<file path="src/rtl/jmss_consts.svh">
`ifndef JMSS_CONSTS_SVH
`define JMSS_CONSTS_SVH
// Command codes issued on the command strobe
`define JMSS_CMD_CLEAR_X        6'h00
`define JMSS_CMD_CLEAR_PC       6'h01
`define JMSS_CMD_CLEAR_REP      6'h02
`define JMSS_CMD_ADDR_FIRST     6'h03
`define JMSS_CMD_ADDR_SECOND    6'h04
`define JMSS_CMD_READ           6'h05
`define JMSS_CMD_WRITE_FULL     6'h06
`define JMSS_CMD_SUB_X          6'h07
`define JMSS_CMD_CPL_X          6'h08
`define JMSS_CMD_SUB_ONE        6'h09
`define JMSS_CMD_CPL_PC         6'h0A
`define JMSS_CMD_ADD_X          6'h0B
`define JMSS_CMD_SET_X_ONE      6'h0C
`define JMSS_CMD_JUMP_TERM      6'h0D
`define JMSS_CMD_PC_TO_ADDR     6'h0E
`define JMSS_CMD_ADVANCE_PC     6'h0F
`define JMSS_CMD_CLEAR_CWR      6'h10
`define JMSS_CMD_END_TEST       6'h11
`define JMSS_CMD_ADDR_TO_PC     6'h12
`define JMSS_CMD_CLEAR_ADDR     6'h13
`define JMSS_CMD_SHIFT_Q_ONE    6'h14
`define JMSS_CMD_CLEAR_ACC      6'h15
`define JMSS_CMD_NOTQ_TO_X      6'h16
`define JMSS_CMD_SPLIT_ADD      6'h17
`define JMSS_CMD_ACCLO_TO_X     6'h18
`define JMSS_CMD_LOGICAL        6'h19
`define JMSS_CMD_EXTEND_ARITH   6'h1A
`define JMSS_CMD_CPL_Q          6'h1B
`define JMSS_CMD_SHIFT_ACC      6'h1C
`define JMSS_CMD_CLEAR_Q        6'h1D
`define JMSS_CMD_X_TO_Q         6'h1E
`define JMSS_CMD_SHIFT_Q        6'h1F
// Opcodes of the instructions served
`define JMSS_OP_EQ_REP          6'h00
`define JMSS_OP_MQ_SIGN         6'h01
`define JMSS_OP_SWITCH          6'h02
`define JMSS_OP_ACC_SIGN        6'h03
`define JMSS_OP_ACC_ZERO        6'h04
`define JMSS_OP_MASK_XFER       6'h05
`define JMSS_OP_MASK_ADD        6'h06
`define JMSS_OP_MASK_MERGE      6'h07
`define JMSS_OP_SHL_ACC         6'h08
`define JMSS_OP_SHL_MQ          6'h09
// Status bit positions
`define JMSS_MQ_SIGN_BIT        35
`define JMSS_ACC_SIGN_BIT       71
// Step list depth
`define JMSS_STEP_MAX           5'd24
`endif

</file>
<file path="src/rtl/jmss_pkg.sv">
package jmss_pkg;
    typedef enum logic [1:0] {
        JMSS_IDLE = 2'b00,
        JMSS_RUN  = 2'b01,
        JMSS_WAIT = 2'b10
    } jmss_state_t;

    // One issued command and the pulse it belongs to
    typedef struct packed {
        logic       valid;
        logic [5:0] code;
        logic [2:0] pulse;
        logic       waitDone;
    } jmss_cmd_t;

    // Machine flags sampled by the sequencer
    typedef struct packed {
        logic accSign;
        logic accZero;
        logic mqSign;
        logic [3:1] switchSel;
        logic firstIsAcc;
        logic countZero;
    } jmss_flags_t;
endpackage

</file>
<file path="src/rtl/jmss_sequencer.sv">
`timescale 1ns/1ns
`include "jmss_consts.svh"
module jmss_sequencer (
    input  wire logic              clk_sys,
    input  wire logic              nrst,
    input  wire logic              pulseEn,
    input  wire logic              start,
    input  wire logic [5:0]        opcode,
    input  wire jmss_pkg::jmss_flags_t flags,
    input  wire logic              unitDone,
    output jmss_pkg::jmss_cmd_t    cmd,
    output logic                   busy,
    output logic                   waiting
);
    jmss_pkg::jmss_state_t state_q, state_d;
    logic [4:0]  step_q, step_d;
    logic [5:0]  op_q, op_d;
    logic        took_q, took_d;
    jmss_pkg::jmss_cmd_t cmd_q, cmd_d;

    // Step table entry: code, pulse, wait-after, last
    logic [5:0] eCode;
    logic [2:0] ePulse;
    logic       eWait;
    logic       eLast;
    logic       eSkip;

    // Branch decision latched at step 0; the zero-test ops retake it after subtract-one
    logic takeNow;
    always_comb begin
        unique case (op_q)
            `JMSS_OP_MQ_SIGN:  takeNow = flags.mqSign;
            `JMSS_OP_ACC_SIGN: takeNow = flags.accSign;
            `JMSS_OP_SWITCH:   takeNow = ~|opcode[5:4] ? 1'b0 : 1'b0;
            default:           takeNow = flags.accZero;
        endcase
    end

    function automatic logic swTake(input logic [1:0] sel,
                                    input logic [3:1] sw);
        swTake = (sel == 2'd0) || sw[sel];
    endfunction

    always_comb begin
        eCode  = `JMSS_CMD_CLEAR_X;
        ePulse = 3'd0;
        eWait  = 1'b0;
        eLast  = 1'b0;
        eSkip  = 1'b0;
        unique case (op_q)
        `JMSS_OP_EQ_REP: begin
            unique case (step_q)
            5'd0: begin eCode = `JMSS_CMD_CLEAR_X; end
            5'd1: begin eCode = `JMSS_CMD_ADDR_FIRST; end
            5'd2: begin eCode = `JMSS_CMD_READ; eWait = 1'b1; end
            5'd3: begin eCode = `JMSS_CMD_SUB_X; ePulse = 3'd1;
                        eWait = 1'b1; end
            5'd4: begin eCode = `JMSS_CMD_CPL_X; ePulse = 3'd2; end
            5'd5: begin eCode = `JMSS_CMD_SUB_ONE; ePulse = 3'd2;
                        eWait = 1'b1; end
            5'd6: begin eCode = `JMSS_CMD_CPL_PC; ePulse = 3'd3;
                        eSkip = ~took_q; end
            5'd7: begin eCode = `JMSS_CMD_ADD_X; ePulse = 3'd3;
                        eWait = 1'b1; end
            5'd8: begin eCode = `JMSS_CMD_SET_X_ONE; ePulse = 3'd4; end
            5'd9: begin eCode = `JMSS_CMD_ADD_X; ePulse = 3'd5;
                        eWait = 1'b1; end
            5'd10: begin eCode = `JMSS_CMD_JUMP_TERM; ePulse = 3'd5;
                         eSkip = ~took_q; end
            5'd11: begin eCode = `JMSS_CMD_PC_TO_ADDR; ePulse = 3'd5;
                         eSkip = ~took_q; end
            5'd12: begin eCode = `JMSS_CMD_CLEAR_CWR; ePulse = 3'd5;
                         eSkip = ~took_q; end
            5'd13: begin eCode = `JMSS_CMD_END_TEST; ePulse = 3'd5;
                         eSkip = took_q; end
            5'd14: begin eCode = `JMSS_CMD_ADVANCE_PC; ePulse = 3'd5;
                         eSkip = took_q; end
            default: begin eCode = `JMSS_CMD_CLEAR_X; ePulse = 3'd5;
                           eSkip = 1'b1; eWait = 1'b1;
                           eLast = 1'b1; end
            endcase
        end
        `JMSS_OP_MQ_SIGN, `JMSS_OP_SWITCH, `JMSS_OP_ACC_SIGN: begin
            unique case (step_q)
            5'd0: begin eCode = `JMSS_CMD_CLEAR_X; end
            5'd1: begin eCode = `JMSS_CMD_CLEAR_PC;
                        eSkip = (op_q == `JMSS_OP_SWITCH) && ~took_q;
                  end
            5'd2: begin eCode = `JMSS_CMD_CLEAR_REP;
                        eSkip = (op_q == `JMSS_OP_SWITCH) && ~took_q;
                  end
            5'd3: begin
                eCode = (took_q && op_q != `JMSS_OP_SWITCH)
                      ? `JMSS_CMD_ADDR_FIRST
                      : `JMSS_CMD_ADDR_SECOND;
            end
            5'd4: begin eCode = `JMSS_CMD_ADDR_TO_PC; ePulse = 3'd5;
                        eSkip = (op_q == `JMSS_OP_SWITCH) && ~took_q;
                  end
            5'd5: begin eCode = `JMSS_CMD_CLEAR_ADDR; ePulse = 3'd5;
                        eLast = (op_q != `JMSS_OP_MQ_SIGN); end
            default: begin eCode = `JMSS_CMD_SHIFT_Q_ONE; ePulse = 3'd5;
                           eLast = 1'b1; end
            endcase
        end
        `JMSS_OP_ACC_ZERO: begin
            unique case (step_q)
            5'd0: begin eCode = `JMSS_CMD_CLEAR_X; end
            5'd1: begin eCode = `JMSS_CMD_CLEAR_PC; end
            5'd2: begin eCode = `JMSS_CMD_CLEAR_REP; end
            5'd3: begin eCode = `JMSS_CMD_SUB_ONE;
                        eWait = 1'b1; end
            5'd4: begin eCode = took_q ? `JMSS_CMD_ADDR_SECOND
                                       : `JMSS_CMD_ADDR_FIRST;
                        ePulse = 3'd1; end
            5'd5: begin eCode = `JMSS_CMD_SET_X_ONE; ePulse = 3'd1; end
            5'd6: begin eCode = `JMSS_CMD_ADDR_TO_PC; ePulse = 3'd5; end
            5'd7: begin eCode = `JMSS_CMD_CLEAR_ADDR; ePulse = 3'd5; end
            default: begin eCode = `JMSS_CMD_ADD_X; ePulse = 3'd5;
                           eWait = 1'b1; eLast = 1'b1; end
            endcase
        end
        `JMSS_OP_MASK_XFER, `JMSS_OP_MASK_ADD: begin
            unique case (step_q)
            5'd0: begin eCode = `JMSS_CMD_CLEAR_X; end
            5'd1: begin eCode = `JMSS_CMD_CLEAR_ACC;
                        eSkip = (op_q == `JMSS_OP_MASK_ADD); end
            5'd2: begin eCode = `JMSS_CMD_ADDR_FIRST; end
            5'd3: begin eCode = `JMSS_CMD_READ; eWait = 1'b1; end
            5'd4: begin eCode = `JMSS_CMD_NOTQ_TO_X; ePulse = 3'd1; end
            5'd5: begin eCode = `JMSS_CMD_SPLIT_ADD; ePulse = 3'd2;
                        eWait = 1'b1; end
            5'd6: begin eCode = `JMSS_CMD_CLEAR_X; ePulse = 3'd3;
                        eSkip = (op_q != `JMSS_OP_MASK_ADD); end
            5'd7: begin eCode = `JMSS_CMD_ACCLO_TO_X; ePulse = 3'd5;
                        eSkip = (op_q != `JMSS_OP_MASK_ADD); end
            5'd8: begin eCode = `JMSS_CMD_ADDR_SECOND; ePulse = 3'd5; end
            default: begin eCode = `JMSS_CMD_WRITE_FULL; ePulse = 3'd5;
                           eWait = 1'b1; eLast = 1'b1; end
            endcase
        end
        `JMSS_OP_MASK_MERGE: begin
            unique case (step_q)
            5'd0: begin eCode = `JMSS_CMD_CLEAR_X; end
            5'd1: begin eCode = `JMSS_CMD_CLEAR_ACC; end
            5'd2: begin eCode = `JMSS_CMD_ADDR_FIRST; end
            5'd3: begin eCode = `JMSS_CMD_READ; eWait = 1'b1; end
            5'd4: begin eCode = `JMSS_CMD_LOGICAL; ePulse = 3'd1; end
            5'd5: begin eCode = `JMSS_CMD_EXTEND_ARITH; ePulse = 3'd1;
                        eWait = 1'b1; end
            5'd6: begin eCode = `JMSS_CMD_CPL_Q; ePulse = 3'd1; end
            5'd7: begin eCode = `JMSS_CMD_ADDR_SECOND; ePulse = 3'd2; end
            5'd8: begin eCode = `JMSS_CMD_READ; ePulse = 3'd2;
                        eWait = 1'b1; end
            5'd9: begin eCode = `JMSS_CMD_LOGICAL; ePulse = 3'd3; end
            5'd10: begin eCode = `JMSS_CMD_EXTEND_ARITH; ePulse = 3'd3;
                         eWait = 1'b1; end
            5'd11: begin eCode = `JMSS_CMD_CPL_Q; ePulse = 3'd3; end
            5'd12: begin eCode = `JMSS_CMD_ACCLO_TO_X; ePulse = 3'd5; end
            5'd13: begin eCode = `JMSS_CMD_ADDR_SECOND; ePulse = 3'd5; end
            default: begin eCode = `JMSS_CMD_WRITE_FULL; ePulse = 3'd5;
                           eWait = 1'b1; eLast = 1'b1; end
            endcase
        end
        default: begin
            // Both left shifts; Acc and Q variants share the write tail
            unique case (step_q)
            5'd0: begin eCode = `JMSS_CMD_CLEAR_X; end
            5'd1: begin eCode = (op_q == `JMSS_OP_SHL_ACC)
                              ? `JMSS_CMD_CLEAR_ACC : `JMSS_CMD_CLEAR_X;
                        eSkip = (op_q == `JMSS_OP_SHL_ACC)
                              && flags.firstIsAcc; end
            5'd2: begin eCode = `JMSS_CMD_ADDR_FIRST; end
            5'd3: begin eCode = `JMSS_CMD_READ; eWait = 1'b1;
                        eSkip = (op_q == `JMSS_OP_SHL_ACC)
                              && flags.firstIsAcc; end
            5'd4: begin eCode = (op_q == `JMSS_OP_SHL_ACC)
                              ? `JMSS_CMD_ADDR_SECOND : `JMSS_CMD_CLEAR_Q;
                        ePulse = 3'd1; end
            5'd5: begin eCode = (op_q == `JMSS_OP_SHL_ACC)
                              ? `JMSS_CMD_ADD_X : `JMSS_CMD_X_TO_Q;
                        ePulse = (op_q == `JMSS_OP_SHL_ACC) ? 3'd1 : 3'd2;
                        eWait = (op_q == `JMSS_OP_SHL_ACC);
                        eSkip = (op_q == `JMSS_OP_SHL_ACC)
                              && flags.firstIsAcc; end
            5'd6: begin eCode = `JMSS_CMD_CLEAR_X; ePulse = 3'd2; end
            5'd7: begin eCode = (op_q == `JMSS_OP_SHL_ACC)
                              ? `JMSS_CMD_SHIFT_ACC : `JMSS_CMD_ADDR_SECOND;
                        ePulse = 3'd2;
                        eWait = (op_q == `JMSS_OP_SHL_ACC)
                              && ~flags.countZero; end
            5'd8: begin eCode = `JMSS_CMD_CPL_X; ePulse = 3'd3;
                        eSkip = (op_q == `JMSS_OP_SHL_ACC); end
            5'd9: begin eCode = `JMSS_CMD_SHIFT_Q; ePulse = 3'd3;
                        eWait = ~flags.countZero;
                        eSkip = (op_q == `JMSS_OP_SHL_ACC); end
            5'd10: begin eCode = (op_q == `JMSS_OP_SHL_ACC)
                               ? `JMSS_CMD_ACCLO_TO_X : `JMSS_CMD_NOTQ_TO_X;
                         ePulse = 3'd5; end
            5'd11: begin eCode = `JMSS_CMD_ADDR_FIRST; ePulse = 3'd5; end
            default: begin eCode = `JMSS_CMD_WRITE_FULL; ePulse = 3'd5;
                           eWait = 1'b1; eLast = 1'b1; end
            endcase
        end
        endcase
    end

    // Commands go out one per pulse enable; a wait holds the step
    always_comb begin
        state_d = state_q;
        step_d  = step_q;
        op_d    = op_q;
        took_d  = took_q;
        cmd_d   = '0;
        cmd_d.pulse = ePulse;
        unique case (state_q)
            jmss_pkg::JMSS_IDLE: begin
                if (start) begin
                    state_d = jmss_pkg::JMSS_RUN;
                    op_d    = opcode;
                    step_d  = 5'd0;
                    took_d  = 1'b0;
                end
            end
            jmss_pkg::JMSS_RUN: begin
                if (pulseEn) begin
                    // Decision latched before any branch-dependent step
                    if (step_q == 5'd0) begin
                        took_d = (op_q == `JMSS_OP_SWITCH)
                               ? swTake(opcode[1:0], flags.switchSel)
                               : takeNow;
                    end
                    if (!eSkip) begin
                        cmd_d.valid = 1'b1;
                        cmd_d.code  = eCode;
                    end
                    // A skipped last step with a wait is a bare hold
                    if (eWait && (!eSkip || eLast)) begin
                        state_d = jmss_pkg::JMSS_WAIT;
                    end else if (eLast || step_q == `JMSS_STEP_MAX) begin
                        state_d = jmss_pkg::JMSS_IDLE;
                    end else begin
                        step_d = step_q + 5'd1;
                    end
                end
            end
            jmss_pkg::JMSS_WAIT: begin
                if (unitDone) begin
                    cmd_d.waitDone = 1'b1;
                    // Zero test taken once the subtract-one step ends
                    if ((op_q == `JMSS_OP_EQ_REP && step_q == 5'd5)
                        || (op_q == `JMSS_OP_ACC_ZERO
                            && step_q == 5'd3)) begin
                        took_d = flags.accZero;
                    end
                    if (eLast) begin
                        state_d = jmss_pkg::JMSS_IDLE;
                    end else begin
                        state_d = jmss_pkg::JMSS_RUN;
                        step_d  = step_q + 5'd1;
                    end
                end
            end
            default: state_d = jmss_pkg::JMSS_IDLE;
        endcase
    end

    always_ff @(posedge clk_sys) begin
        if (!nrst) begin
            state_q <= jmss_pkg::JMSS_IDLE;
            step_q  <= 5'd0;
            op_q    <= 6'h00;
            took_q  <= 1'b0;
            cmd_q   <= '0;
        end else begin
            state_q <= state_d;
            step_q  <= step_d;
            op_q    <= op_d;
            took_q  <= took_d;
            cmd_q   <= cmd_d;
        end
    end

    assign cmd     = cmd_q;
    assign busy    = (state_q != jmss_pkg::JMSS_IDLE);
    assign waiting = (state_q == jmss_pkg::JMSS_WAIT);
endmodule // jmss_sequencer

</file>
<file path="config.mk">
export PLATFORM = sky130hd
export DESIGN_NAME = jmss_sequencer
export DESIGN_NICKNAME = d
export VERILOG_FILES = /design/src/rtl/jmss_pkg.sv /design/src/rtl/jmss_sequencer.sv
export VERILOG_INCLUDE_DIRS = /design/src /design/src/rtl
export SDC_FILE = /design/constraint.sdc
export NUM_CORES = 1
export LEC_CHECK = 0
export BUFFER_PORTS_ARGS = -buffer_cell sky130_fd_sc_hd__buf_2
export CAP_MARGIN = 20
export CORE_UTILIZATION = 60
export DETAILED_ROUTE_END_ITERATION = 10
export MAX_ROUTING_LAYER = met4
export PLACE_DENSITY = 0.83
export REMOVE_ABC_BUFFERS = 1
export SKIP_LAST_GASP = 1
export SYNTH_ARGS = -nofsm -noshare
export SYNTH_HDL_FRONTEND = slang
export SYNTH_SLANG_ARGS = --single-unit
</file>
<file path="constraint.sdc">
create_clock -name clk_sys -period 3.4 [get_ports clk_sys]
set_clock_uncertainty 0.15 [all_clocks]
set_input_delay 0.34 -clock clk_sys [delete_from_list [all_inputs] [get_ports clk_sys]]
set_output_delay 0.34 -clock clk_sys [all_outputs]
set_load 0.01 [all_outputs]
</file>
==> results.cfg, run 1 <==
[outcome]
status = finished clean

[route]
wl_um = 10700
drc = 0
first_pass_iters = 8
wl_per_cell_um = 21.6
vias = 3655
avgViaCountPerCell = 7.41
drtIter0Drc = 755
drtAntennaViolNets = 0

[floorplanning]
pin_count = 32
rows = 24
die_area_um2 = 5020
start_util = 0.640
die_h_um = 70.9
die_width_um = 70.9
core_um2 = 4440

[worst_setup_path]
critical-path-max-stage-delay_ns = 0.95
worst_setup_path_end_kind = flop
crit_path_max_fanout = 25
required_ns = 3.41
criticalPathCategory = reg2reg
rrSetupSlack_ns = 0.11
arrival_ns = 3.29
slowest_stage = dfxtp_1
cp_cell_sequence = buf_4 -> nand2b_1 -> nor2_1 -> o21ai_0 -> nand2_1 -> o21a_1 -> a2111oi_0 -> a31oi_1
cp-start-kind = flop

[sta]
final.setup.tns_ns = 0
worst_slack_ns = 0.112
setup_viol = 0
clock.fmax_ghz = 0.304
drv_slew = 0
relSlewSlack = 0.341
hold_viol_final = 0
period_share = 0.967
fin_crit_ns = 3.29
tightest_slew_ns = 0.978
rsz0062_at_grt = no

[global_routing]
antenna_found_initial = 0
grt-busiest-layer = met2
grt_max_degree = 27
globalRouteMet2Util = 0.690
grt_util_met3 = 0.113
grt_first_pass_wirelength_um = 17400
groute.usage.overall = 0.460
use_met1 = 0.557
overflow = 0
grt_pass1_vias = 3414

[finish]
area_delta_synth_final_pct = 11.2
multi_input_area_um2 = 2110
register_area_um2 = 480
layout.nets = 469
fillers = 379
diodes = 0
drive_above_1_share = 0.202

[clock_tree]
cts_tree = yes
clk_pin_slew_ns = 0.10
ctsHoldBuffers = 0
clockBufferDepth = 2
cts_setup_buffers = 0
clkSinkCount = 24
h-tree-depth = 1
numCtsBuffers = 3
clk_latency_ns = 0.29
clockRootBuffer = clkbuf_8

[placed_design]
place_hpwl_um = 7810
numPortBuffers = 30
gp_congestion = 1.16
place_ws_ns = 0.251

[pwr]
ir_drop_mv = 0.477
cellLeakagePower_nw = 1.28
finalPower_w = 0.00168
p_per_area_nw_per_um2 = 530

[synth]
ys_warn_count = 0
ys_ff_latch = 24
synthesis.area_um2 = 2850
synth_top_cells_by_area = dfxtp_1 (17%), nand2_1 (7.1%), a21oi_1 (6.5%)
syn_avg_cell_area_um2 = 6.96
ys.flop_type = dfxtp_1
synthArstFlopShare = 0
synth_area_leader_cell = dfxtp_1
netlist.area_leader.share = 0.169
ys_seq_area_frac = 0.169
ys_types = 72
synthTopCellsByCount = nand2_1 (54), a21oi_1 (37), nor2_1 (33)
post-synth-top-count-cell = nand2_1
synth_edf_count = 0
syn_inst = 409

[min_path]
hold_class = in2reg

[flow_run]
drv_cap = 0
## layout by cell type, fill, tap and decap left out, drive strengths merged, types with 4 or more instances in the layout
master / n
nand2: 57
or2: 4
o211ai: 8
nand2b: 5
mux2i: 6
a211oi: 9
nand3: 16
buf: 61
nor4b: 4
a221oi: 5
o22ai: 5
a31oi: 14
and2: 4
nor2: 34
o21ai: 28
dfxtp: 24
inv: 14
nor4: 4
and3: 4
a21oi: 37
nor2b: 7
a2111oi: 5
nor3: 18
a21boi: 6
o221ai: 5
ha: 8
## kinds of logic (layout without fill, tap and decap cells)
kind of cell | count (synthesis) | in the layout | synth area share
compound gates | 144 | 144 | 0.349
buf+inv | 47 | 79 | 0.0901
flops | 24 | 24 | 0.169
other cells | 1 | 1 | 0.00132
simple gates | 178 | 178 | 0.331
fa+ha+maj | 8 | 8 | 0.0352
mux | 7 | 7 | 0.0251
## path summary, 6_finish.rpt
kind / startpoint / endpoint / depth (start not counted)
setup / recovery: step_q[3] / cmd[6] / 8
hold / removal: unitDone / cmd[0] / 2
setup reg to reg: step_q[3] / cmd[6] / 8
hold reg to reg: step_q[1] / step_q[1] / 2
## area by class of cell
type / count / share of cell area
clock buffers: 3 / 0.0130
clock inverters: 1 / 0.00949
inverters: 14 / 0.0166
well taps: 52 / 0.0206
flip-flops and latches: 24 / 0.152
repair buffers: 61 / 0.121
multi-input cells: 338 / 0.668
## critical path: cells and delay by family, from the launching register on
kind | cells | cell delay (ns)
flops | 1 | 0.95
buf+inv | 1 | 0.26
simple gates | 3 | 0.37
compound gates | 4 | 1.41
## routing by layer
metal,part of all wire,up-vias
li1,-,1579
met1,0.37,1653
met2,0.43,327
met3,0.13,96
met4,0.080,0
met5,0,-
## power by group
group	internal, W	leakage, nW	switching, W
Clock	0.000158	0.0357	0.000106
Combinational	0.000388	1.05	0.000671
Sequential	0.000313	0.195	0.0000400
Total	0.000859	1.28	0.000817
## registers in the layout, indices dropped and copies added (netlist names)
| register | flops |
|---|---|
| op_q | 6 |
| state_q | 2 |
| cmd | 10 |
| step_q | 5 |
| took_q | 1 |
## metrics by stage
stage | utilization | hold slack, ns | instance area [um2] | cells
floorplan | - | 0.312 | 2640 | 376
global placement | 0.695 | 0.334 | 3090 | 489
detailed placement | 0.695 | 0.345 | 3090 | 489
CTS | 0.711 | 0.175 | 3160 | 493
global route | 0.712 | 0.165 | 3170 | 493
finish | 0.712 | 0.161 | 3170 | 493
## timing repair
item                                    CTS  global route
endpoints found under the setup margin    0             6
gates resized for setup                   0             1
hold endpoints to repair                  0             0
(Power assumes the default switching activity.)
==> run 2, diff against run 1 <==
--- a/config.mk
+++ b/config.mk
@@ -8,10 +8,11 @@
 export LEC_CHECK = 0
 export BUFFER_PORTS_ARGS = -buffer_cell sky130_fd_sc_hd__buf_2
 export CAP_MARGIN = 20
-export CORE_UTILIZATION = 60
+export CORE_UTILIZATION = 61
+export CTS_BUF_LIST = sky130_fd_sc_hd__clkbuf_8
 export DETAILED_ROUTE_END_ITERATION = 10
 export MAX_ROUTING_LAYER = met4
-export PLACE_DENSITY = 0.83
+export PLACE_DENSITY = 0.85
 export REMOVE_ABC_BUFFERS = 1
 export SKIP_LAST_GASP = 1
 export SYNTH_ARGS = -nofsm -noshare
==> results.cfg, run 2 (synthesis results as in run 1) <==
[route]
drtAntennaViolNets = 0
drtIter0Drc = 676
wl_um = 10200
first_pass_iters = 11
wl_per_cell_um = 21.2
avgViaCountPerCell = 7.38
drc = 0
vias = 3544

[sta]
relSlewSlack = 0.283
rsz0062_at_grt = no
worst_slack_ns = 0.169
drv_slew = 0
fin_crit_ns = 3.23
period_share = 0.950
clock.fmax_ghz = 0.309
tightest_slew_ns = 1.06
hold_viol_final = 0
setup_viol = 0
hold_ws_ns = 0.147
final.setup.tns_ns = 0

[pwr]
internal-power_w = 0.000820
clkPwrFrac = 0.170
power.share.sequential = 0.216
finalPower_w = 0.00162
ir_drop_mv = 0.406
switching_power_w = 0.000800
combPwrFrac = 0.614
swShare = 0.494
p_per_area_nw_per_um2 = 527
cellLeakagePower_nw = 1.22

[clock_tree]
cts-resized-gates = 0
numCtsBuffers = 3
h-tree-depth = 1
clkSinkCount = 24
clk_latency_ns = 0.29
cts_tree = yes
ctsHoldBuffers = 0
clockBufferDepth = 2
clockRootBuffer = clkbuf_8
clk_pin_slew_ns = 0.11
cts_setup_buffers = 0

[global_routing]
grt_pass1_vias = 3264
overflow = 0
grt_first_pass_wirelength_um = 16800
grt_max_degree = 32
antenna_found_initial = 0
groute.usage.overall = 0.444

[flow_run]
drv_cap = 0

[floorplanning]
pin_count = 32
die_area_um2 = 4940
start_util = 0.645
core_um2 = 4410
die_h_um = 70.3
die_width_um = 70.3
rows = 24

[worst_setup_path]
required_ns = 3.44
criticalPathCategory = reg2reg
crit_path_max_fanout = 15
cp-start-kind = flop
worst_setup_path_end_kind = flop
arrival_ns = 3.27

[placed_design]
place_ws_ns = 0.355
gp_congestion = 1.18
place_hpwl_um = 7470
numPortBuffers = 30

[finish]
layout_common_cells = nand2_1 (54), a21oi_1 (37), nor2_1 (33), buf_2 (30), o21ai_0 (26)
drive_above_1_share = 0.175
layout_commonest_cell = nand2_1
largest_reg_flops = 10
area_delta_synth_final_pct = 8.09
layout.nets = 456
diodes = 0

[min_path]
hold_class = in2reg

[outcome]
status = finished clean
-- run 2: changes by cell type in the layout (fill, tap and decap cells not counted) --
cell and delta:
o21ai_1 +1, buf_12 +1, o21ai_2 -1, buf_4 -14
-- run 2: per-layer routing --
metal	up-vias	wire length (um)	track usage
met2	335	4440	0.676
met5	-	0	-
met4	0	648	0.180
li1	1560	-	-
met3	95	1420	0.147
met1	1554	3680	0.537
-- run 2: critical path: stages (launching register included) --
cell and delay, ns:
dfxtp_1 0.40, inv_1 0.11, ha_1 0.41, nor2_1 0.54
a2111oi_0 0.26, o32ai_1 0.31, nand2_1 0.10, nand3_1 0.18
nand2_2 0.13, a22o_4 0.30, a41o_1 0.24
-- run 2: layout make-up --
class | count | area (um2)
clock buffers | 3 | 41.3
clock inverters | 1 | 30.0
fillers | 381 | 1340
inverters | 14 | 52.6
multi-input cells | 338 | 2110
flip-flops and latches | 24 | 480
well taps | 52 | 65.1
repair buffers | 48 | 298
-- run 2: worst paths after layout --
path / startpoint / to / slack (ns) / depth (start not counted)
worst min-delay path: unitDone / cmd[0] / 0.15 / 2
worst min register to register: state_q[0] / state_q[0] / 0.36 / 2
worst max-delay path: step_q[0] / step_q[2] / 0.17 / 10
worst max register to register: step_q[0] / step_q[2] / 0.17 / 10
-- run 2: power by group through the flow --
stage	sequential [W]	combinational [W]	clock, W
after floorplan	0.000353	0.000679	0
after global placement	0.000354	0.000937	0
after detailed placement	0.000356	0.000947	0
after CTS	0.000350	0.000952	0.000272
after global routing	0.000356	0.00108	0.000279
final	0.000351	0.000995	0.000275
-- run 2: metrics by stage --
stage | instances | utilization | cell area, um2
finish | 480 | 0.697 | 3080
global route | 480 | 0.697 | 3080
CTS | 480 | 0.697 | 3080
detailed placement | 476 | 0.681 | 3010
global placement | 476 | 0.681 | 3010
floorplan | 376 | - | 2640
